--- src/logic/ccd_ops_pkg.sv ---
// Shared constants for the clear, compare and decrement execute block
package ccd_ops_pkg;
  // Data and file geometry
  localparam int DATA_W = 8;
  localparam int FILE_ADDR_W = 6;
  localparam int FILE_DEPTH = 64;
  // Bus geometry
  localparam int BUS_ADDR_W = 5;
  // Register byte addresses
  localparam logic [4:0] OFS_EXEC = 5'h00;
  localparam logic [4:0] OFS_WORK = 5'h04;
  localparam logic [4:0] OFS_STATUS = 5'h08;
  localparam logic [4:0] OFS_FILE_ADDR = 5'h0C;
  localparam logic [4:0] OFS_FILE_DATA = 5'h10;
  localparam logic [4:0] OFS_WATCHDOG = 5'h14;
  // Execute register fields
  localparam int EXEC_ADDR_LSB = 0;
  localparam int EXEC_DEST_BIT = 6;
  localparam int EXEC_OP_LSB = 8;
  // Status register fields
  localparam int ST_ZERO_BIT = 0;
  localparam int ST_CARRY_BIT = 1;
  localparam int ST_EXPIRY_BIT = 2;
  localparam int ST_SLEEP_BIT = 3;
  localparam int ST_ASSIGN_BIT = 4;
  // Watchdog register fields
  localparam int WD_DIV_LSB = 8;
  // Operation codes
  localparam logic [2:0] OP_ZERO_WORK_REG = 3'h0;
  localparam logic [2:0] OP_KICK_WATCHDOG = 3'h1;
  localparam logic [2:0] OP_ZERO_FILE_REG = 3'h2;
  localparam logic [2:0] OP_INVERT_FILE_REG = 3'h3;
  localparam logic [2:0] OP_COMPARE_FILE_WORK = 3'h4;
  localparam logic [2:0] OP_DECREMENT_FILE_REG = 3'h5;
  // Reset and result values
  localparam logic [7:0] BYTE_ZERO = 8'h00;
  localparam logic [7:0] BYTE_ONE = 8'h01;
  localparam logic [31:0] WORD_ZERO = 32'h0000_0000;
  // Sequencer states, one-hot
  typedef enum logic [4:0] {
    ST_IDLE = 5'b0_0001,
    ST_FETCH = 5'b0_0010,
    ST_EXEC = 5'b0_0100,
    ST_BUSRD = 5'b0_1000,
    ST_RDONE = 5'b1_0000
  } seq_state_type;
endpackage : ccd_ops_pkg

--- src/logic/clear_compare_decrement_ops.sv ---
// Execute stage for clear, kick, invert, compare and decrement with Avalon-MM access
//
// Local design decisions: the address map and the Avalon-MM register port.
`timescale 1ns/1ps
`default_nettype none
// What this block does
// RULE1: Zero work register, set zero flag
// RULE2: Kick clears watchdog, divider if assigned
// RULE3: Kick sets expiry and sleep flags high
// RULE4: Zero file register, set zero flag
// RULE5: Invert file register into chosen destination
// RULE6: Compare subtracts work from file, sets flags
// RULE7: Compare leaves both operands unchanged
// RULE8: Decrement file register into chosen destination
// RULE9: Zero flag on null result; carry means no borrow
module clear_compare_decrement_ops #(
  parameter int DATA_W = ccd_ops_pkg::DATA_W,
  parameter int FILE_DEPTH = ccd_ops_pkg::FILE_DEPTH,
  parameter int FILE_ADDR_W = ccd_ops_pkg::FILE_ADDR_W
) (
  input wire logic i_clk,
  input wire logic i_srst,
  // Avalon-MM slave
  input wire logic [ccd_ops_pkg::BUS_ADDR_W-1:0] i_avs_address,
  input wire logic i_avs_read,
  input wire logic i_avs_write,
  input wire logic [31:0] i_avs_writedata,
  input wire logic [3:0] i_avs_byteenable,
  output logic [31:0] o_avs_readdata,
  output logic o_avs_waitrequest,
  // Hardware events on the core clock
  input wire logic i_watchdog_tick,
  input wire logic i_divider_tick,
  input wire logic i_timeout_event,
  input wire logic i_sleep_event,
  // State seen by the rest of the core
  output logic [DATA_W-1:0] o_work_register,
  output logic o_zero_flag,
  output logic o_carry_flag,
  output logic o_watchdog_expiry_flag_n,
  output logic o_sleep_flag_n,
  output logic [DATA_W-1:0] o_watchdog_counter,
  output logic [DATA_W-1:0] o_shared_divider,
  output logic o_busy
);
  import ccd_ops_pkg::*;
  // Sequencer state
  seq_state_type state_q;
  // Latched operation
  logic [2:0] op_q;
  logic [FILE_ADDR_W-1:0] op_addr_q;
  logic op_dest_q;
  // Architectural state
  logic [DATA_W-1:0] work_register_q;
  logic zero_q, carry_q, expiry_n_q, sleep_n_q;
  logic divider_assigned_q;
  logic [FILE_ADDR_W-1:0] file_addr_q;
  logic [DATA_W-1:0] watchdog_counter_q;
  logic [DATA_W-1:0] shared_divider_q;
  logic [31:0] readdata_q;
  // Memory port
  logic [FILE_ADDR_W-1:0] mem_addr;
  logic mem_wr_en;
  logic [DATA_W-1:0] mem_wr_data;
  logic [DATA_W-1:0] mem_rd_data;
  // Bus decode
  logic idle, bus_wr, wr_lane0, exec_start;
  // Execute results
  logic [DATA_W-1:0] result;
  logic [DATA_W:0] cmp_diff;
  logic res_to_work, res_to_file, res_zero, upd_zero, upd_carry, is_kick;
  logic [31:0] read_mux;

  assign idle = (state_q == ST_IDLE);
  assign bus_wr = idle && i_avs_write;
  assign wr_lane0 = bus_wr && i_avs_byteenable[0];
  // Execute needs both low lanes for opcode and address
  assign exec_start = bus_wr && (i_avs_address == OFS_EXEC) && (i_avs_byteenable[1:0] == 2'b11);

  // Waitrequest: writes go in idle, reads leave after two wait cycles
  always_comb begin
    o_avs_waitrequest = 1'b1;
    if (state_q == ST_RDONE) begin
      o_avs_waitrequest = 1'b0;
    end else if (idle && i_avs_write) begin
      o_avs_waitrequest = 1'b0;
    end
  end
  // Sequencer transitions
  always_ff @(posedge i_clk) begin
    if (i_srst) begin
      state_q <= ST_IDLE;
    end else begin
      case (state_q)
        ST_IDLE: begin
          if (exec_start) begin
            state_q <= ST_FETCH;
          end else if (i_avs_read) begin
            state_q <= ST_BUSRD;
          end
        end
        // Operand read issued, data arrives next
        ST_FETCH: state_q <= ST_EXEC;
        ST_EXEC: state_q <= ST_IDLE;
        ST_BUSRD: state_q <= ST_RDONE;
        ST_RDONE: state_q <= ST_IDLE;
        default: state_q <= ST_IDLE;
      endcase
    end
  end
  // Operation latch on execute write
  always_ff @(posedge i_clk) begin
    if (i_srst) begin
      op_q <= 3'h0;
      op_addr_q <= '0;
      op_dest_q <= 1'b0;
    end else if (exec_start) begin
      op_q <= i_avs_writedata[EXEC_OP_LSB +: 3];
      op_addr_q <= i_avs_writedata[EXEC_ADDR_LSB +: FILE_ADDR_W];
      op_dest_q <= i_avs_writedata[EXEC_DEST_BIT];
    end
  end
  // Operation results from the fetched file operand
  always_comb begin
    cmp_diff = {1'b0, mem_rd_data} - {1'b0, work_register_q};
    result = BYTE_ZERO;
    res_to_work = 1'b0;
    res_to_file = 1'b0;
    upd_zero = 1'b0;
    upd_carry = 1'b0;
    is_kick = 1'b0;
    case (op_q)
      OP_ZERO_WORK_REG: begin
        // RULE1: load zero into work
        result = BYTE_ZERO;
        res_to_work = 1'b1;
        upd_zero = 1'b1;
      end
      OP_KICK_WATCHDOG: begin
        // RULE3: of the flags, only the two low-active ones move
        is_kick = 1'b1;
      end
      OP_ZERO_FILE_REG: begin
        // RULE4: zero selected file register
        result = BYTE_ZERO;
        res_to_file = 1'b1;
        upd_zero = 1'b1;
      end
      OP_INVERT_FILE_REG: begin
        // RULE5: bitwise inverse, destination bit
        result = ~mem_rd_data;
        res_to_work = ~op_dest_q;
        res_to_file = op_dest_q;
        upd_zero = 1'b1;
      end
      OP_COMPARE_FILE_WORK: begin
        // RULE6: file minus work, flags only
        result = cmp_diff[DATA_W-1:0];
        upd_zero = 1'b1;
        upd_carry = 1'b1;
        // RULE7: neither destination written
        res_to_work = 1'b0;
        res_to_file = 1'b0;
      end
      OP_DECREMENT_FILE_REG: begin
        // RULE8: file minus one, destination bit
        result = mem_rd_data - BYTE_ONE;
        res_to_work = ~op_dest_q;
        res_to_file = op_dest_q;
        upd_zero = 1'b1;
      end
      // Unused codes do nothing
      default: result = BYTE_ZERO;
    endcase
  end
  // RULE9: null result detection
  assign res_zero = (result == BYTE_ZERO);
  // Memory port sharing between bus and execute
  always_comb begin
    mem_addr = file_addr_q;
    mem_wr_en = 1'b0;
    mem_wr_data = i_avs_writedata[DATA_W-1:0];
    if (exec_start) begin
      // Fetch the operand of the new operation
      mem_addr = i_avs_writedata[EXEC_ADDR_LSB +: FILE_ADDR_W];
    end else if (o_busy) begin // Fetch and execute both address the operand
      mem_addr = op_addr_q;
      mem_wr_en = res_to_file && (state_q == ST_EXEC);
      mem_wr_data = result;
    end else if (wr_lane0 && (i_avs_address == OFS_FILE_DATA)) begin
      mem_wr_en = 1'b1;
    end
  end
  // File register storage
  file_reg_mem #(
    .WIDTH(DATA_W),
    .DEPTH(FILE_DEPTH),
    .ADDR_W(FILE_ADDR_W)
  ) u_file_mem (
    .i_clk(i_clk),
    .i_addr(mem_addr),
    .i_wr_en(mem_wr_en),
    .i_wr_data(mem_wr_data),
    .o_rd_data(mem_rd_data)
  );
  // Work register: bus write or execute result
  always_ff @(posedge i_clk) begin
    if (i_srst) begin
      work_register_q <= BYTE_ZERO;
    end else if ((state_q == ST_EXEC) && res_to_work) begin
      work_register_q <= result;
    end else if (wr_lane0 && (i_avs_address == OFS_WORK)) begin
      work_register_q <= i_avs_writedata[DATA_W-1:0];
    end
  end
  // Zero and carry flags
  always_ff @(posedge i_clk) begin
    if (i_srst) begin
      zero_q <= 1'b0;
      carry_q <= 1'b0;
    end else if (state_q == ST_EXEC) begin
      // RULE9: zero tracks result, carry is no borrow
      if (upd_zero) begin
        zero_q <= res_zero;
      end
      if (upd_carry) begin
        carry_q <= ~cmp_diff[DATA_W];
      end
    end else if (wr_lane0 && (i_avs_address == OFS_STATUS)) begin
      zero_q <= i_avs_writedata[ST_ZERO_BIT];
      carry_q <= i_avs_writedata[ST_CARRY_BIT];
    end
  end
  // Low-active flags: hardware events win over kick
  always_ff @(posedge i_clk) begin
    if (i_srst) begin
      expiry_n_q <= 1'b1;
      sleep_n_q <= 1'b1;
    end else begin
      if (i_timeout_event) begin
        expiry_n_q <= 1'b0;
      end else if ((state_q == ST_EXEC) && is_kick) begin
        // RULE3: kick raises expiry flag
        expiry_n_q <= 1'b1;
      end else if (wr_lane0 && (i_avs_address == OFS_STATUS)) begin
        expiry_n_q <= i_avs_writedata[ST_EXPIRY_BIT];
      end
      if (i_sleep_event) begin
        sleep_n_q <= 1'b0;
      end else if ((state_q == ST_EXEC) && is_kick) begin
        // RULE3: kick raises sleep flag
        sleep_n_q <= 1'b1;
      end else if (wr_lane0 && (i_avs_address == OFS_STATUS)) begin
        sleep_n_q <= i_avs_writedata[ST_SLEEP_BIT];
      end
    end
  end
  // Divider assignment and file address pointer
  always_ff @(posedge i_clk) begin
    if (i_srst) begin
      divider_assigned_q <= 1'b0;
      file_addr_q <= '0;
    end else begin
      if (wr_lane0 && (i_avs_address == OFS_STATUS)) begin
        divider_assigned_q <= i_avs_writedata[ST_ASSIGN_BIT];
      end
      if (wr_lane0 && (i_avs_address == OFS_FILE_ADDR)) begin
        file_addr_q <= i_avs_writedata[FILE_ADDR_W-1:0];
      end
    end
  end
  // Watchdog counter: kick clears, tick counts
  always_ff @(posedge i_clk) begin
    if (i_srst) begin
      watchdog_counter_q <= BYTE_ZERO;
    end else if ((state_q == ST_EXEC) && is_kick) begin
      // RULE2: kick clears watchdog counter
      watchdog_counter_q <= BYTE_ZERO;
    end else if (i_watchdog_tick) begin
      watchdog_counter_q <= watchdog_counter_q + BYTE_ONE;
    end
  end
  // Shared divider: cleared by kick only when assigned
  always_ff @(posedge i_clk) begin
    if (i_srst) begin
      shared_divider_q <= BYTE_ZERO;
    end else if ((state_q == ST_EXEC) && is_kick && divider_assigned_q) begin
      // RULE2: divider cleared when owned by watchdog
      shared_divider_q <= BYTE_ZERO;
    end else if (i_divider_tick) begin
      shared_divider_q <= shared_divider_q + BYTE_ONE;
    end
  end

  // Read data selection, unmapped reads as zero
  always_comb begin
    read_mux = WORD_ZERO;
    if (i_avs_address == OFS_EXEC) begin
      read_mux[EXEC_ADDR_LSB +: FILE_ADDR_W] = op_addr_q;
      read_mux[EXEC_DEST_BIT] = op_dest_q;
      read_mux[EXEC_OP_LSB +: 3] = op_q;
    end else if (i_avs_address == OFS_WORK) begin
      read_mux[DATA_W-1:0] = work_register_q;
    end else if (i_avs_address == OFS_STATUS) begin
      read_mux[ST_ZERO_BIT] = zero_q;
      read_mux[ST_CARRY_BIT] = carry_q;
      read_mux[ST_EXPIRY_BIT] = expiry_n_q;
      read_mux[ST_SLEEP_BIT] = sleep_n_q;
      read_mux[ST_ASSIGN_BIT] = divider_assigned_q;
    end else if (i_avs_address == OFS_FILE_ADDR) begin
      read_mux[FILE_ADDR_W-1:0] = file_addr_q;
    end else if (i_avs_address == OFS_FILE_DATA) begin
      read_mux[DATA_W-1:0] = mem_rd_data;
    end else if (i_avs_address == OFS_WATCHDOG) begin
      read_mux[DATA_W-1:0] = watchdog_counter_q;
      read_mux[WD_DIV_LSB +: DATA_W] = shared_divider_q;
    end
  end

  // Read data captured once memory data is valid
  always_ff @(posedge i_clk) begin
    if (i_srst) begin
      readdata_q <= WORD_ZERO;
    end else if (state_q == ST_BUSRD) begin
      readdata_q <= read_mux;
    end
  end

  // Outputs
  assign o_avs_readdata = readdata_q;
  assign o_work_register = work_register_q;
  assign o_zero_flag = zero_q;
  assign o_carry_flag = carry_q;
  assign o_watchdog_expiry_flag_n = expiry_n_q;
  assign o_sleep_flag_n = sleep_n_q;
  assign o_watchdog_counter = watchdog_counter_q;
  assign o_shared_divider = shared_divider_q;
  assign o_busy = (state_q == ST_FETCH) || (state_q == ST_EXEC);
endmodule : clear_compare_decrement_ops
`default_nettype wire

--- src/logic/file_reg_mem.sv ---
// Single-port file register memory with registered read data
`timescale 1ns/1ps
`default_nettype none
module file_reg_mem #(
  parameter int WIDTH = 8,
  parameter int DEPTH = 64,
  parameter int ADDR_W = 6
) (
  input wire logic i_clk,
  input wire logic [ADDR_W-1:0] i_addr,
  input wire logic i_wr_en,
  input wire logic [WIDTH-1:0] i_wr_data,
  output logic [WIDTH-1:0] o_rd_data
);
  // Storage array, contents undefined after power-up
  logic [WIDTH-1:0] mem_q [DEPTH];

  // Write port
  always_ff @(posedge i_clk) begin
    if (i_wr_en) begin
      mem_q[i_addr] <= i_wr_data;
    end
  end

  // Registered read, old data on a same-cycle write
  always_ff @(posedge i_clk) begin
    o_rd_data <= mem_q[i_addr];
  end
endmodule : file_reg_mem
`default_nettype wire

--- config.mk ---
export PLATFORM = sky130hd
export DESIGN_NAME = clear_compare_decrement_ops
export DESIGN_NICKNAME = d
export VERILOG_FILES = /design/src/logic/ccd_ops_pkg.sv /design/src/logic/clear_compare_decrement_ops.sv /design/src/logic/file_reg_mem.sv
export SDC_FILE = /design/constraint.sdc
export NUM_CORES = 1
export LEC_CHECK = 0
export BUFFER_PORTS_ARGS = -buffer_cell sky130_fd_sc_hd__buf_2
export CORE_MARGIN = 2
export CORE_UTILIZATION = 45
export CTS_BUF_LIST = sky130_fd_sc_hd__clkbuf_4 sky130_fd_sc_hd__clkbuf_8 sky130_fd_sc_hd__clkbuf_16
export DETAILED_ROUTE_END_ITERATION = 8
export SETUP_SLACK_MARGIN = 0.1
export SLEW_MARGIN = 5
export SYNTH_ARGS = -nofsm -noshare
export SYNTH_HDL_FRONTEND = slang
export SYNTH_HIERARCHICAL = 1
export SYNTH_SLANG_ARGS = --single-unit
export TNS_END_PERCENT = 30
--- constraint.sdc ---
create_clock -name i_clk -period 8.2 [get_ports i_clk]
set_input_delay 1.64 -clock i_clk [delete_from_list [all_inputs] [get_ports i_clk]]
set_output_delay 1.64 -clock i_clk [all_outputs]
set_load 0.03 [all_outputs]
Word-level counts from Yosys, hierarchy flattened
Memory sizes are Yosys's and may differ from the RTL's. A register that Yosys moved wholly into a read port is not among the register bits.
Cells that the tools add are included.
{"block": "totals", "register_bits": 66, "ram_bits": 512, "in_bits": 49, "word_cells": 123, "memories": 1}
{"block": "op_classes", "add_sub_neg": 4, "n_eq_ne": 19, "n_mux": 56, "n_bitwise": 3, "n_reduce_logical": 26}
{"memory": "u_file_mem.mem_q", "words": 64, "width": 8, "read_ports": 1, "rd_clocked_by_memory_dff": 1, "write_ports": 1, "line": "file_reg_mem.sv:16", "source": "logic [WIDTH-1:0] mem_q [DEPTH];"}
{"cell": "2-to-1 mux 16 bit", "n": 6}
{"cell": "2-to-1 mux 8 bit", "n": 12}
{"cell": "case mux 8 bit (3 select lines)", "n": 1}
{"cell": "2-to-1 mux 1 bit", "n": 23}
{"cell": "2-to-1 mux 5 bit", "n": 4}
{"cell": "2-to-1 mux 6 bit", "n": 3}
{"cell": "adder 8 x 1 -> 8 bit, second input constant", "n": 2}
{"cell": "equality test 5 x 4 -> 1 bit, second input constant", "n": 3}
{"cell": "equality test 5 bit, second input constant", "n": 3}
{"cell": "case mux 5 bit (3 select lines)", "n": 1}
{"cell": "logical AND 1 bit", "n": 12}
{"cell": "2-to-1 mux 11 bit", "n": 1}
{"cell": "equality test 5 x 3 -> 1 bit, second input constant", "n": 2}
{"cell": "2-to-1 mux 10 bit", "n": 1}
{"cell": "subtractor 8 x 8 -> 9 bit", "n": 1}
{"cell": "zero test 8 bit", "n": 1}
{"cell": "inverter 8 bit", "n": 1}
{"cell": "subtractor 8 x 1 -> 8 bit, second input constant", "n": 1}
{"cell": "2-to-1 mux 7 bit", "n": 1}
{"cell": "equality test 3 x 2 -> 1 bit, second input constant", "n": 2}
{"cell": "equality test 3 bit, second input constant", "n": 2}
{"cell": "nonzero test 3 bit", "n": 2}
{"cell": "OR reduction 2 bit", "n": 3}
{"cell": "equality test 5 x 1 -> 1 bit, second input constant", "n": 1}
{"cell": "other kinds (14)", "n": 19}

Depth between registers and ports, before layout
Gate-level depths: netlist of the first run.
{"block": "logic_depth", "word_depth": 16, "depth_mapped": 18, "depth_no_buf": 10}

Cells and area by module
The synthesis of the first run kept the hierarchy.
{"module": "file_reg_mem", "instances": 1, "cells_per_inst": 1171, "area_per_inst_um2": 20449.6, "seq_area_each_um2": 15534.9}
{"module": "clear_compare_decrement_ops", "instances": 1, "cells_per_inst": 497, "area_per_inst_um2": 4078.9, "seq_area_each_um2": 1321.3}

Worst setup path before layout of the first run
OpenSTA, ideal clock, no wires.
{"block": "synth_timing", "path_kind": "register to register", "startpoint": "register work_register_q[0], in the netlist o_work_register[0]", "endpoint": "memory u_file_mem.mem_q[0][4] (data pin)", "setup_ns": 0.702, "t_arrival_ns": 4.290, "required_time_ns": 7.498, "setup_slack_ns": 3.208, "path_stages_with_launch": 9, "path_cell_list": "dfxtp_1 ha_1 inv_1 fa_1 a211oi_1 nor2_1 xor2_1 a22oi_1 o21ai_0"}
{"block": "synth_between", "elab_chain_cells": 4}
{"element": "start: declaration", "line": "clear_compare_decrement_ops.sv:54", "source": "logic [DATA_W-1:0] work_register_q;"}
{"element": "start signal: assignment", "line": "clear_compare_decrement_ops.sv:211", "source": "work_register_q <= result;"}
{"element": "start signal: assignment", "line": "clear_compare_decrement_ops.sv:213", "source": "work_register_q <= i_avs_writedata[DATA_W-1:0];"}
{"element": "subtractor 8 x 8 -> 9 bit", "line": "clear_compare_decrement_ops.sv:125", "source": "cmp_diff = {1'b0, mem_rd_data} - {1'b0, work_register_q};"}
{"element": "case mux 8 bit (3 select lines)", "line": "clear_compare_decrement_ops.sv:132", "source": "case (op_q)"}
{"element": "2-to-1 mux 8 bit", "line": "clear_compare_decrement_ops.sv:186", "source": "end else if (o_busy) begin"}
{"element": "2-to-1 mux 8 bit", "line": "clear_compare_decrement_ops.sv:183", "source": "if (exec_start) begin"}
{"element": "via mem_wr_data[4]", "line": "clear_compare_decrement_ops.sv:64", "source": "logic [DATA_W-1:0] mem_wr_data;"}
{"element": "end: declaration", "line": "file_reg_mem.sv:16"}
The timed path passes the listed nets, and every way through them passes these cells.

Worst setup path in the final report of the first run
{"block": "layout_timing", "startpoint": "input i_avs_address[4] (netlist name)", "endpoint": "register u_file_mem.o_rd_data[1], read port of u_file_mem.mem_q"}
{"block": "layout_between", "elab_chain_cells": 4}
{"element": "start: declaration", "line": "clear_compare_decrement_ops.sv:24", "source": "input wire logic [ccd_ops_pkg::BUS_ADDR_W-1:0] i_avs_address,"}
{"element": "zero test 5 bit", "line": "clear_compare_decrement_ops.sv:78", "source": "assign exec_start = bus_wr && (i_avs_address == OFS_EXEC) && (i_avs_byteenable[1:0] == 2'b11);"}
{"element": "logical AND 1 bit (2 in a row)", "line": "clear_compare_decrement_ops.sv:78"}
{"element": "2-to-1 mux 6 bit", "line": "clear_compare_decrement_ops.sv:183"}
{"element": "via mem_addr[0]", "line": "clear_compare_decrement_ops.sv:62", "source": "logic [FILE_ADDR_W-1:0] mem_addr;"}
{"element": "end: declaration", "line": "file_reg_mem.sv:13", "source": "output logic [WIDTH-1:0] o_rd_data"}
The timed path passes the listed nets, and every way through them passes these cells.
A chain may end at the register's enable or synchronous reset.

==> results.yml, run 1 <==
outcome:
  status: "completed"
critical_path:
  cp.required_ns: 8.70
  crit_type: "in -> reg"
  end_kind: "flop"
  cpMostUsedCell: "buf_4"
  crit_path_cell_trace: "buf_2, or3_1, nor3_2, nand3_1, a21oi_4, buf_4, clkinv_1, buf_4, a221o_1, a22oi_1, nor2_1, or4_1"
  worstPathArrival_ns: 6.79
  slowest_stage: "a21oi_4"
  critical-path-max-stage-delay_ns: 0.72
  start_kind: "input pin"
  crit_fanout: 36
cells_and_area:
  layout_commonest_cell: "edfxtp_1"
  layout.nets: 1794
  drive_above_1_share_pct: 16.73
  fin_area_um2: 27640
  post_layout_nonfiller_instances: 2477
  seq_area_um2: 16860
  n_antenna_cell: 0
  fillers: 4471
  mostFrequentLayoutCells: "edfxtp_1 (512), nor2_1 (149), mux2i_1 (92)"
  multi_input_area_um2: 7101
  syn_to_final_growth_pct: 12.68
yosys:
  yosysWarnings: 6
  synth_top_family_by_area: "compound AO/OA/AOI/OAI gates"
  postSynth.asyncResetShare_pct: 0
  synth_xor_xnor_area_share_pct: 0.7141
  synth_edf_count: 512
  synth_compound_area_share_pct: 9.835
  syn-cell-area_um2: 24530
  synth_cells: 1668
  synth_seq_area_share_pct: 68.72
  synth_seq_cells: 586
  yosys-mux-area-fraction_pct: 8.667
  avgSynthCellArea_um2: 14.71
  synth-simple-area-share_pct: 8.498
  synth.distinct_cells: 77
  yosys_most_used_dff: "edfxtp_1"
  synth_fa_ha_area_share_pct: 0.6937
drt:
  drtPass1Iterations: 5
  vias: 15050
  vias_per_cell: 6.078
  route.detailed.drc: 0
  wl_per_cell_um: 25.85
  initialDrtViolationCount: 1664
  wl_mm: 64.04
  ant_nets: 0
clock_tree:
  ctsHoldBuffers: 0
  cts_tree: "built"
  cts_max_level: 2
  cts-buffers-inserted: 60
  cts.repair.resized: 0
  cts_sinks: 586
  clk_pin_slew_ns: 0.06
  cts_buffer_depth: 3
  clock_latency_ns: 0.63
  cts_root_buffer: "clkbuf_16"
  post_cts_buffers: 0
placement:
  gp_congestion: 0.8585
  place_area_um2: 25580
  dp_cells: 2366
  io_buffers: 71
  hpwlAfterDp_mm: 39.87
floorplanning:
  initial_core_util_pct: 45.58
  die_w_um: 237.5
  dieArea_um2: 56390
  core-area_um2: 53810
  die_y_um: 237.5
  rows: 85
  ios: 111
global_routing:
  antenna_found_initial: 1
  grt_max_degree: 100
  first_global_vias: 14660
  grt_pass1_wl_mm: 95.68
  grt-ovfl-total: 0
  grt_use_total_pct: 22.71
job:
  cap_violations: 0
timing:
  min_period_ns: 6.296
  clock.fmax_mhz: 158.8
  grt_setup_unrepaired: "false"
  slew_headroom_pct: 20.91
  setup_violations: 0
  skew_ns: 0.04007
  tightest_slew_ns: 1.182
  period_share_pct: 76.78
  final_hold_viol_count: 0
  maxSlewViolCount: 0
  tns_ns: 0
pwr:
  irDropWorstVdd_mv: 0.1665
  power.density_nw_per_um2: 226.1
  p_leak_nw: 9.065
hold_path:
  hp-class: "reg -> reg"
[power by group]
group | switching, mW | leakage (nW) | internal [mW]
sequential | 0.0127 | 5.20 | 3.25
combinational | 0.125 | 2.86 | 0.0432
clock | 1.15 | 1.00 | 1.67
total | 1.29 | 9.07 | 4.96
[flip-flops by register name, summed over array words and instances (netlist names), 3 cells and up]
register and flops:
o_work_register 8, o_shared_divider 8, u_file_mem/mem_q 512, file_addr_q 6, u_file_mem/o_rd_data 8, o_watchdog_counter 8, o_avs_readdata 16, state_q 5
op_addr_q 6, op_q 3
[stage by stage]
stage	utilization, %	hold WS, ns	setup WS [ns]	total power, mW
floorplan	-	0.4319	3.208	3.429
global placement	47.53	0.4417	1.346	3.485
detailed placement	47.53	0.4532	1.293	3.489
CTS	51.36	0.4619	1.945	6.298
global route	51.36	0.4848	1.623	6.426
finish	51.36	0.4609	1.904	6.249
[synthesized netlist by cell type (all sizes together) (8+ instances only)]
cell	number	area, µm²
nand3	13	70.07
and3	16	100.1
a31oi	15	93.84
nand4	10	62.56
mux2	25	281.5
dfxtp	74	1481
a32oi	8	70.07
a22o	11	96.34
buf	70	430.4
o21ai	31	155.1
a221o	12	120.1
a21oi	65	325.3
nor3	12	65.06
mux4	41	923.4
or3	9	61.31
xor2	13	113.9
a211oi	14	105.1
clkbuf	55	206.5
o22a	12	105.1
nand3b	15	112.6
o221ai	10	87.58
nand2b	32	200.2
nand2	83	311.6
ha	12	150.1
a22oi	51	382.9
nor2b	12	75.07
a221oi	31	271.5
o31ai	9	72.57
mux2i	92	920.9
o22ai	30	187.7
and4	9	78.83
edfxtp	512	15370
nor2	151	583.1
and2	12	77.58
inv	17	63.81
[layer usage]
layer  part of all wire, %  track usage, %  up-vias
li1                      -               -     6648
met1                    43           32.51     7659
met2                    46           35.41      622
met3                   7.7           3.635      123
met4                   3.2           8.024        2
met5                 0.014               0        -
[cell families after synthesis]
group,count (synthesis)
and+or+nand+nor,411
DFF,586
muxes,158
AOI/OAI and AO/OA,337
xor gates and xnor gates,20
buffers and inverters,142
adders and majority gates,13
other,1
[final timing paths]
check,start,to,slack (ns),cells after the start
min reg2reg,o_avs_readdata[0],o_avs_readdata[0],0.46,2
min,o_avs_readdata[0],o_avs_readdata[0],0.46,2
max reg2reg,state_q[1],u_file_mem/o_rd_data[1],2.65,11
max,i_avs_address[4],u_file_mem/o_rd_data[1],1.90,12
[cell type report]
cell class,count,area share [%]
tap,696,3.151
timing repair buffer,112,2.490
inverter,17,0.2309
clock buffer,72,5.759
clock inverter,39,1.689
multi-input combinational,955,25.69
sequential,586,60.99
[worst max-delay path: cells and delay by family]
| family | cells | cell delay [ns] |
|---|---|---|
| compound gates | 3 | 1.44 |
| buf+inv | 4 | 1.58 |
| simple gates | 5 | 2.07 |
Note: power is estimated with default switching activity, not from simulation.
==> run 2: changes to the inputs <==
Clock period 8.2 ns to 5.8 ns, I/O delays scaled along.
==> run 2 against run 1 <==
  * Global-route usage rose by 0.26 points
  * Worst hold slack got worse by 0.0087 ns
  * Sequential power grew 41%
  * Critical endpoint is now u_file_mem/mem_q[22][7]
==> results.yml, run 2 (synthesis gave the netlist of run 1 again) <==
floorplanning:
  rows: 85
  core-area_um2: 53810
  initial_core_util_pct: 45.58
  dieArea_um2: 56390
  die_y_um: 237.5
  die_w_um: 237.5
  ios: 111
placement:
  dp_cells: 2401
  place_ws_ns: 0.3102
  place_area_um2: 25880
  hpwlAfterDp_mm: 42.01
  io_buffers: 71
  gp_congestion: 0.8850
pwr:
  power.density_nw_per_um2: 310.5
  switching_share_pct: 20.77
  power_switching_mw: 1.795
  p_comb_share_pct: 2.8
  seqPwrFrac_pct: 53.3
  clock_power_share_pct: 43.9
  total_power_mw: 8.643
  p_leak_nw: 9.229
  p_int_mw: 6.848
  irDropWorstVdd_mv: 0.2474
cells_and_area:
  layout_commonest_cell: "edfxtp_1"
  post_layout_nonfiller_instances: 2514
  final_core_util_pct: 51.73
  largest_reg_flops: 512
  syn_to_final_growth_pct: 13.49
  fin_area_um2: 27840
  mostFrequentLayoutCells: "edfxtp_1 (512), nor2_1 (148), mux2i_1 (92)"
  drive_above_1_share_pct: 18.04
  n_antenna_cell: 0
  top_register: "u_file_mem/mem_q"
  layout.nets: 1829
critical_path:
  cp.required_ns: 6.06
  crit_type: "in -> reg"
  rr_worst_depth: 9
  r2r-end: "u_file_mem/mem_q[22][7]"
  end_kind: "flop"
  cpMostUsedCell: "buf_4"
  crit_path_cell_trace: "buf_2, or3_1, nor3_2, nand3_1, buf_4, a21oi_4, buf_4, nor2b_1, buf_4, nand3_1, nor2_1"
  reg2reg_from: "state_q[4]"
  worstPathArrival_ns: 5.16
  crit_fanout: 22
  slowest_stage: "nor2_1"
  critical-path-max-stage-delay_ns: 0.89
  start_kind: "input pin"
  ff2ff_setup_slack_ns: 0.99
clock_tree:
  cts_buffer_depth: 3
  ctsHoldBuffers: 0
  cts_root_buffer: "clkbuf_16"
  cts_tree: "built"
  clock_latency_ns: 0.63
  cts_max_level: 2
  post_cts_buffers: 0
  cts-buffers-inserted: 60
  cts.repair.resized: 0
  cts_sinks: 586
  clk_pin_slew_ns: 0.06
global_routing:
  grt_use_total_pct: 22.97
  grt-ovfl-total: 0
  first_global_vias: 14650
  grt_max_degree: 65
  grt_pass1_wl_mm: 96.27
  antenna_found_initial: 0
hold_path:
  min_from: "op_addr_q[5]"
  hp-class: "reg -> reg"
  holdPathStages: 2
  hold_end: "op_addr_q[5]"
timing:
  fin_ws_ns: 0.9008
  tns_ns: 0
  setup_violations: 0
  min_period_ns: 4.899
  skew_ns: 0.02710
  final_hold_viol_count: 0
  period_share_pct: 84.47
  clock.fmax_mhz: 204.1
  maxSlewViolCount: 0
  grt_setup_unrepaired: "false"
  tightest_slew_ns: 1.145
  slew_headroom_pct: 23.35
  fin_hold_ws_ns: 0.4522
drt:
  ant_nets: 0
  wl_mm: 65.12
  initialDrtViolationCount: 1598
  route.detailed.drc: 0
  vias: 15230
  drtPass1Iterations: 5
  vias_per_cell: 6.058
  wl_per_cell_um: 25.90
outcome:
  status: "completed"
job:
  cap_violations: 0
-- run 2: cell types whose count changed in the layout (fill, tap and decap cells not counted), sizes merged --
cell | before | now
buf | 112 | 147
clkinv | 23 | 29
bufinv | 9 | 5
clkbuf | 72 | 75
clkinvlp | 6 | 3
-- run 2: worst max path at each step --
stage / startpoint / endpoint / slack (ns) / cells past startpoint
floorplan: o_work_register[0] / u_file_mem/mem_q[0][4] / 0.81 / 8
global placement: i_avs_address[4] / u_file_mem/mem_q[6][5] / 0.32 / 11
detailed placement: i_avs_address[4] / u_file_mem/mem_q[6][3] / 0.31 / 11
CTS: i_avs_address[4] / u_file_mem/mem_q[6][7] / 0.98 / 11
global route: i_avs_address[4] / u_file_mem/mem_q[6][7] / 0.74 / 11
finish: i_avs_address[4] / u_file_mem/mem_q[22][7] / 0.90 / 11
-- run 2: layout make-up --
cell class	count	area (µm²)
clock buffer	75	1614
clock inverter	38	341.6
fill	4515	25980
inverter	17	63.81
multi-input combinational	955	7103
sequential	586	16860
tap	696	870.8
timing repair buffer	147	988.4
-- run 2: critical path: cells and delay by family --
kind                   cells  cell delay, ns
and+or+nand+nor            6            2.53
buffers and inverters      4            0.92
AOI/OAI and AO/OA          1            0.52
-- run 2: power by group through the flow --
stage	Combinational [mW]	Sequential [mW]	Clock (mW)
after floorplan	0.142	4.71	0
after global placement	0.234	4.70	0
after detailed placement	0.241	4.70	0
after CTS	0.241	4.61	3.87
after global routing	0.260	4.61	4.02
final	0.242	4.61	3.79
-- run 2: per-layer routing --
layer  vias to the layer above  part of all wire, %  global-route usage [%]
met4                         0                  2.4                   6.785
met1                      7793                   43                   32.38
li1                       6722                    -                       -
met2                       621                   48                   37.39
met3                        95                  7.0                   3.170
met5                         -                    0                       0
==> run 3: changes to the inputs <==
Clock period 5.8 ns to 4.9 ns, I/O delays scaled along.
==> run 3 against run 2 <==
  * Clock power is 21% higher
  * Sequential power is 18% higher
  * Combinational power is 21% higher
  * Routed wire length is 0.44% higher
==> results.yml, run 3 (synthesis gave the netlist of run 1 again) <==
critical_path:
  reg2reg_from: "state_q[1]"
  rr_worst_depth: 11
  r2r-end: "u_file_mem/mem_q[38][0]"
  crit_type: "reg -> reg"
  worstPathArrival_ns: 4.85
  cp.required_ns: 5.20
  end_kind: "flop"
  ff2ff_setup_slack_ns: 0.35
  crit_fanout: 21
  start_kind: "flop"
timing:
  setup_violations: 0
  fin_hold_ws_ns: 0.4589
  period_share_pct: 92.83
  min_period_ns: 4.549
  maxSlewViolCount: 0
  tightest_slew_ns: 1.136
  skew_ns: 0.04974
  tns_ns: 0
  clock.fmax_mhz: 219.8
  slew_headroom_pct: 24.28
  grt_setup_unrepaired: "false"
  final_hold_viol_count: 0
drt:
  drtPass1Iterations: 6
  initialDrtViolationCount: 1395
  wl_per_cell_um: 25.21
  vias_per_cell: 5.976
  vias: 15510
  route.detailed.drc: 0
  ant_nets: 0
  wl_mm: 65.41
clock_tree:
  post_cts_buffers: 0
  cts.repair.resized: 0
  cts_sinks: 586
  cts-buffers-inserted: 60
  clk_pin_slew_ns: 0.06
  cts_tree: "built"
  clock_latency_ns: 0.64
  ctsHoldBuffers: 0
  cts_buffer_depth: 3
  cts_root_buffer: "clkbuf_16"
  cts_max_level: 2
cells_and_area:
  layout_commonest_cell: "edfxtp_1"
  fillers: 4449
  final_core_util_pct: 53.09
  drive_above_1_share_pct: 22.06
  fin_area_um2: 28570
  n_antenna_cell: 0
  post_layout_nonfiller_instances: 2595
  top_register: "u_file_mem/mem_q"
  layout.nets: 1913
  mostFrequentLayoutCells: "edfxtp_1 (512), buf_4 (151), nor2_1 (149)"
  syn_to_final_growth_pct: 16.47
  largest_reg_flops: 512
global_routing:
  grt_use_total_pct: 23.30
  antenna_found_initial: 0
  grt_pass1_wl_mm: 97.18
  grt_max_degree: 65
  first_global_vias: 15100
  grt-ovfl-total: 0
pwr:
  irDropWorstVdd_mv: 0.3002
  power.density_nw_per_um2: 361.5
  p_leak_nw: 9.704
floorplanning:
  dieArea_um2: 56390
  initial_core_util_pct: 45.58
  core-area_um2: 53810
  die_y_um: 237.5
  die_w_um: 237.5
  rows: 85
  ios: 111
placement:
  io_buffers: 71
  dp_cells: 2485
  place_area_um2: 26560
  gp_congestion: 0.8728
  hpwlAfterDp_mm: 43.04
job:
  cap_violations: 0
hold_path:
  min_from: "op_addr_q[5]"
  hp-class: "reg -> reg"
  hold_end: "op_addr_q[5]"
  holdPathStages: 2
outcome:
  status: "completed"
## run 3: cell types whose count changed in the layout (fill, tap and decap cells not counted), moves of 2 or more
cell	previous run	this run
buf_4	71	151
clkinv_1	20	9
buf_12	5	9
clkbuf_16	60	63
clkbuf_8	0	3
clkinv_2	7	10
clkinv_4	1	3
clkinvlp_4	3	1
inv_6	0	2
## run 3: worst max-delay path: stages (launching register included)
cell and delay, ns:
dfxtp_1 0.48, nor3_1 0.14, and4_1 0.24, nand3_1 0.18
buf_4 0.30, nor2_1 0.11, a21oi_4 0.70, nor2b_1 0.75
buf_4 0.29, nand3_1 0.53, nor2_1 0.25, buf_4 0.23
## run 3: metrics by stage
| step | power (mW) | setup slack (ns) |
|---|---|---|
| after floorplan | 5.738 | 0.1381 |
| after global placement | 5.844 | 0.01441 |
| after detailed placement | 5.852 | 0.05064 |
| after CTS | 10.41 | 0.4243 |
| after global routing | 10.64 | 0.2229 |
| final | 10.33 | 0.3513 |
## run 3: power by group
| part | switching [mW] | internal [mW] |
|---|---|---|
| clock network | 1.90 | 2.68 |
| logic | 0.212 | 0.0806 |
| registers | 0.0221 | 5.43 |
| total | 2.14 | 8.19 |
## run 3: cell type report
cell class	instances	area [µm²]	share of cell area, %
clock buffer	80	1723	6.031
inverter	17	63.81	0.2234
clock inverter	30	285.3	0.9986
sequential	586	16860	59.00
multi-input combinational	955	7101	24.85
timing repair buffer	231	1669	5.842
tap	696	870.8	3.048
## run 3: worst max path at each step
stage / end / depth (start not counted) / from / slack [ns]
after CTS: u_file_mem/mem_q[38][0] / 11 / state_q[1] / 0.42
after global routing: u_file_mem/mem_q[54][2] / 11 / state_q[1] / 0.22
after detailed placement: u_file_mem/o_rd_data[1] / 13 / i_avs_address[4] / 0.05
final: u_file_mem/mem_q[38][0] / 11 / state_q[1] / 0.35
after floorplan: u_file_mem/mem_q[0][5] / 7 / o_work_register[2] / 0.14
after global placement: u_file_mem/mem_q[22][2] / 10 / i_avs_address[4] / 0.01
## run 3: routing by layer
layer | vias to the layer above | track usage [%] | part of all wire (%)
met5 | - | 0 | 0
met4 | 0 | 7.795 | 2.8
met3 | 99 | 4.169 | 8.0
met2 | 648 | 37.45 | 47
met1 | 7859 | 32.26 | 42
li1 | 6901 | - | -
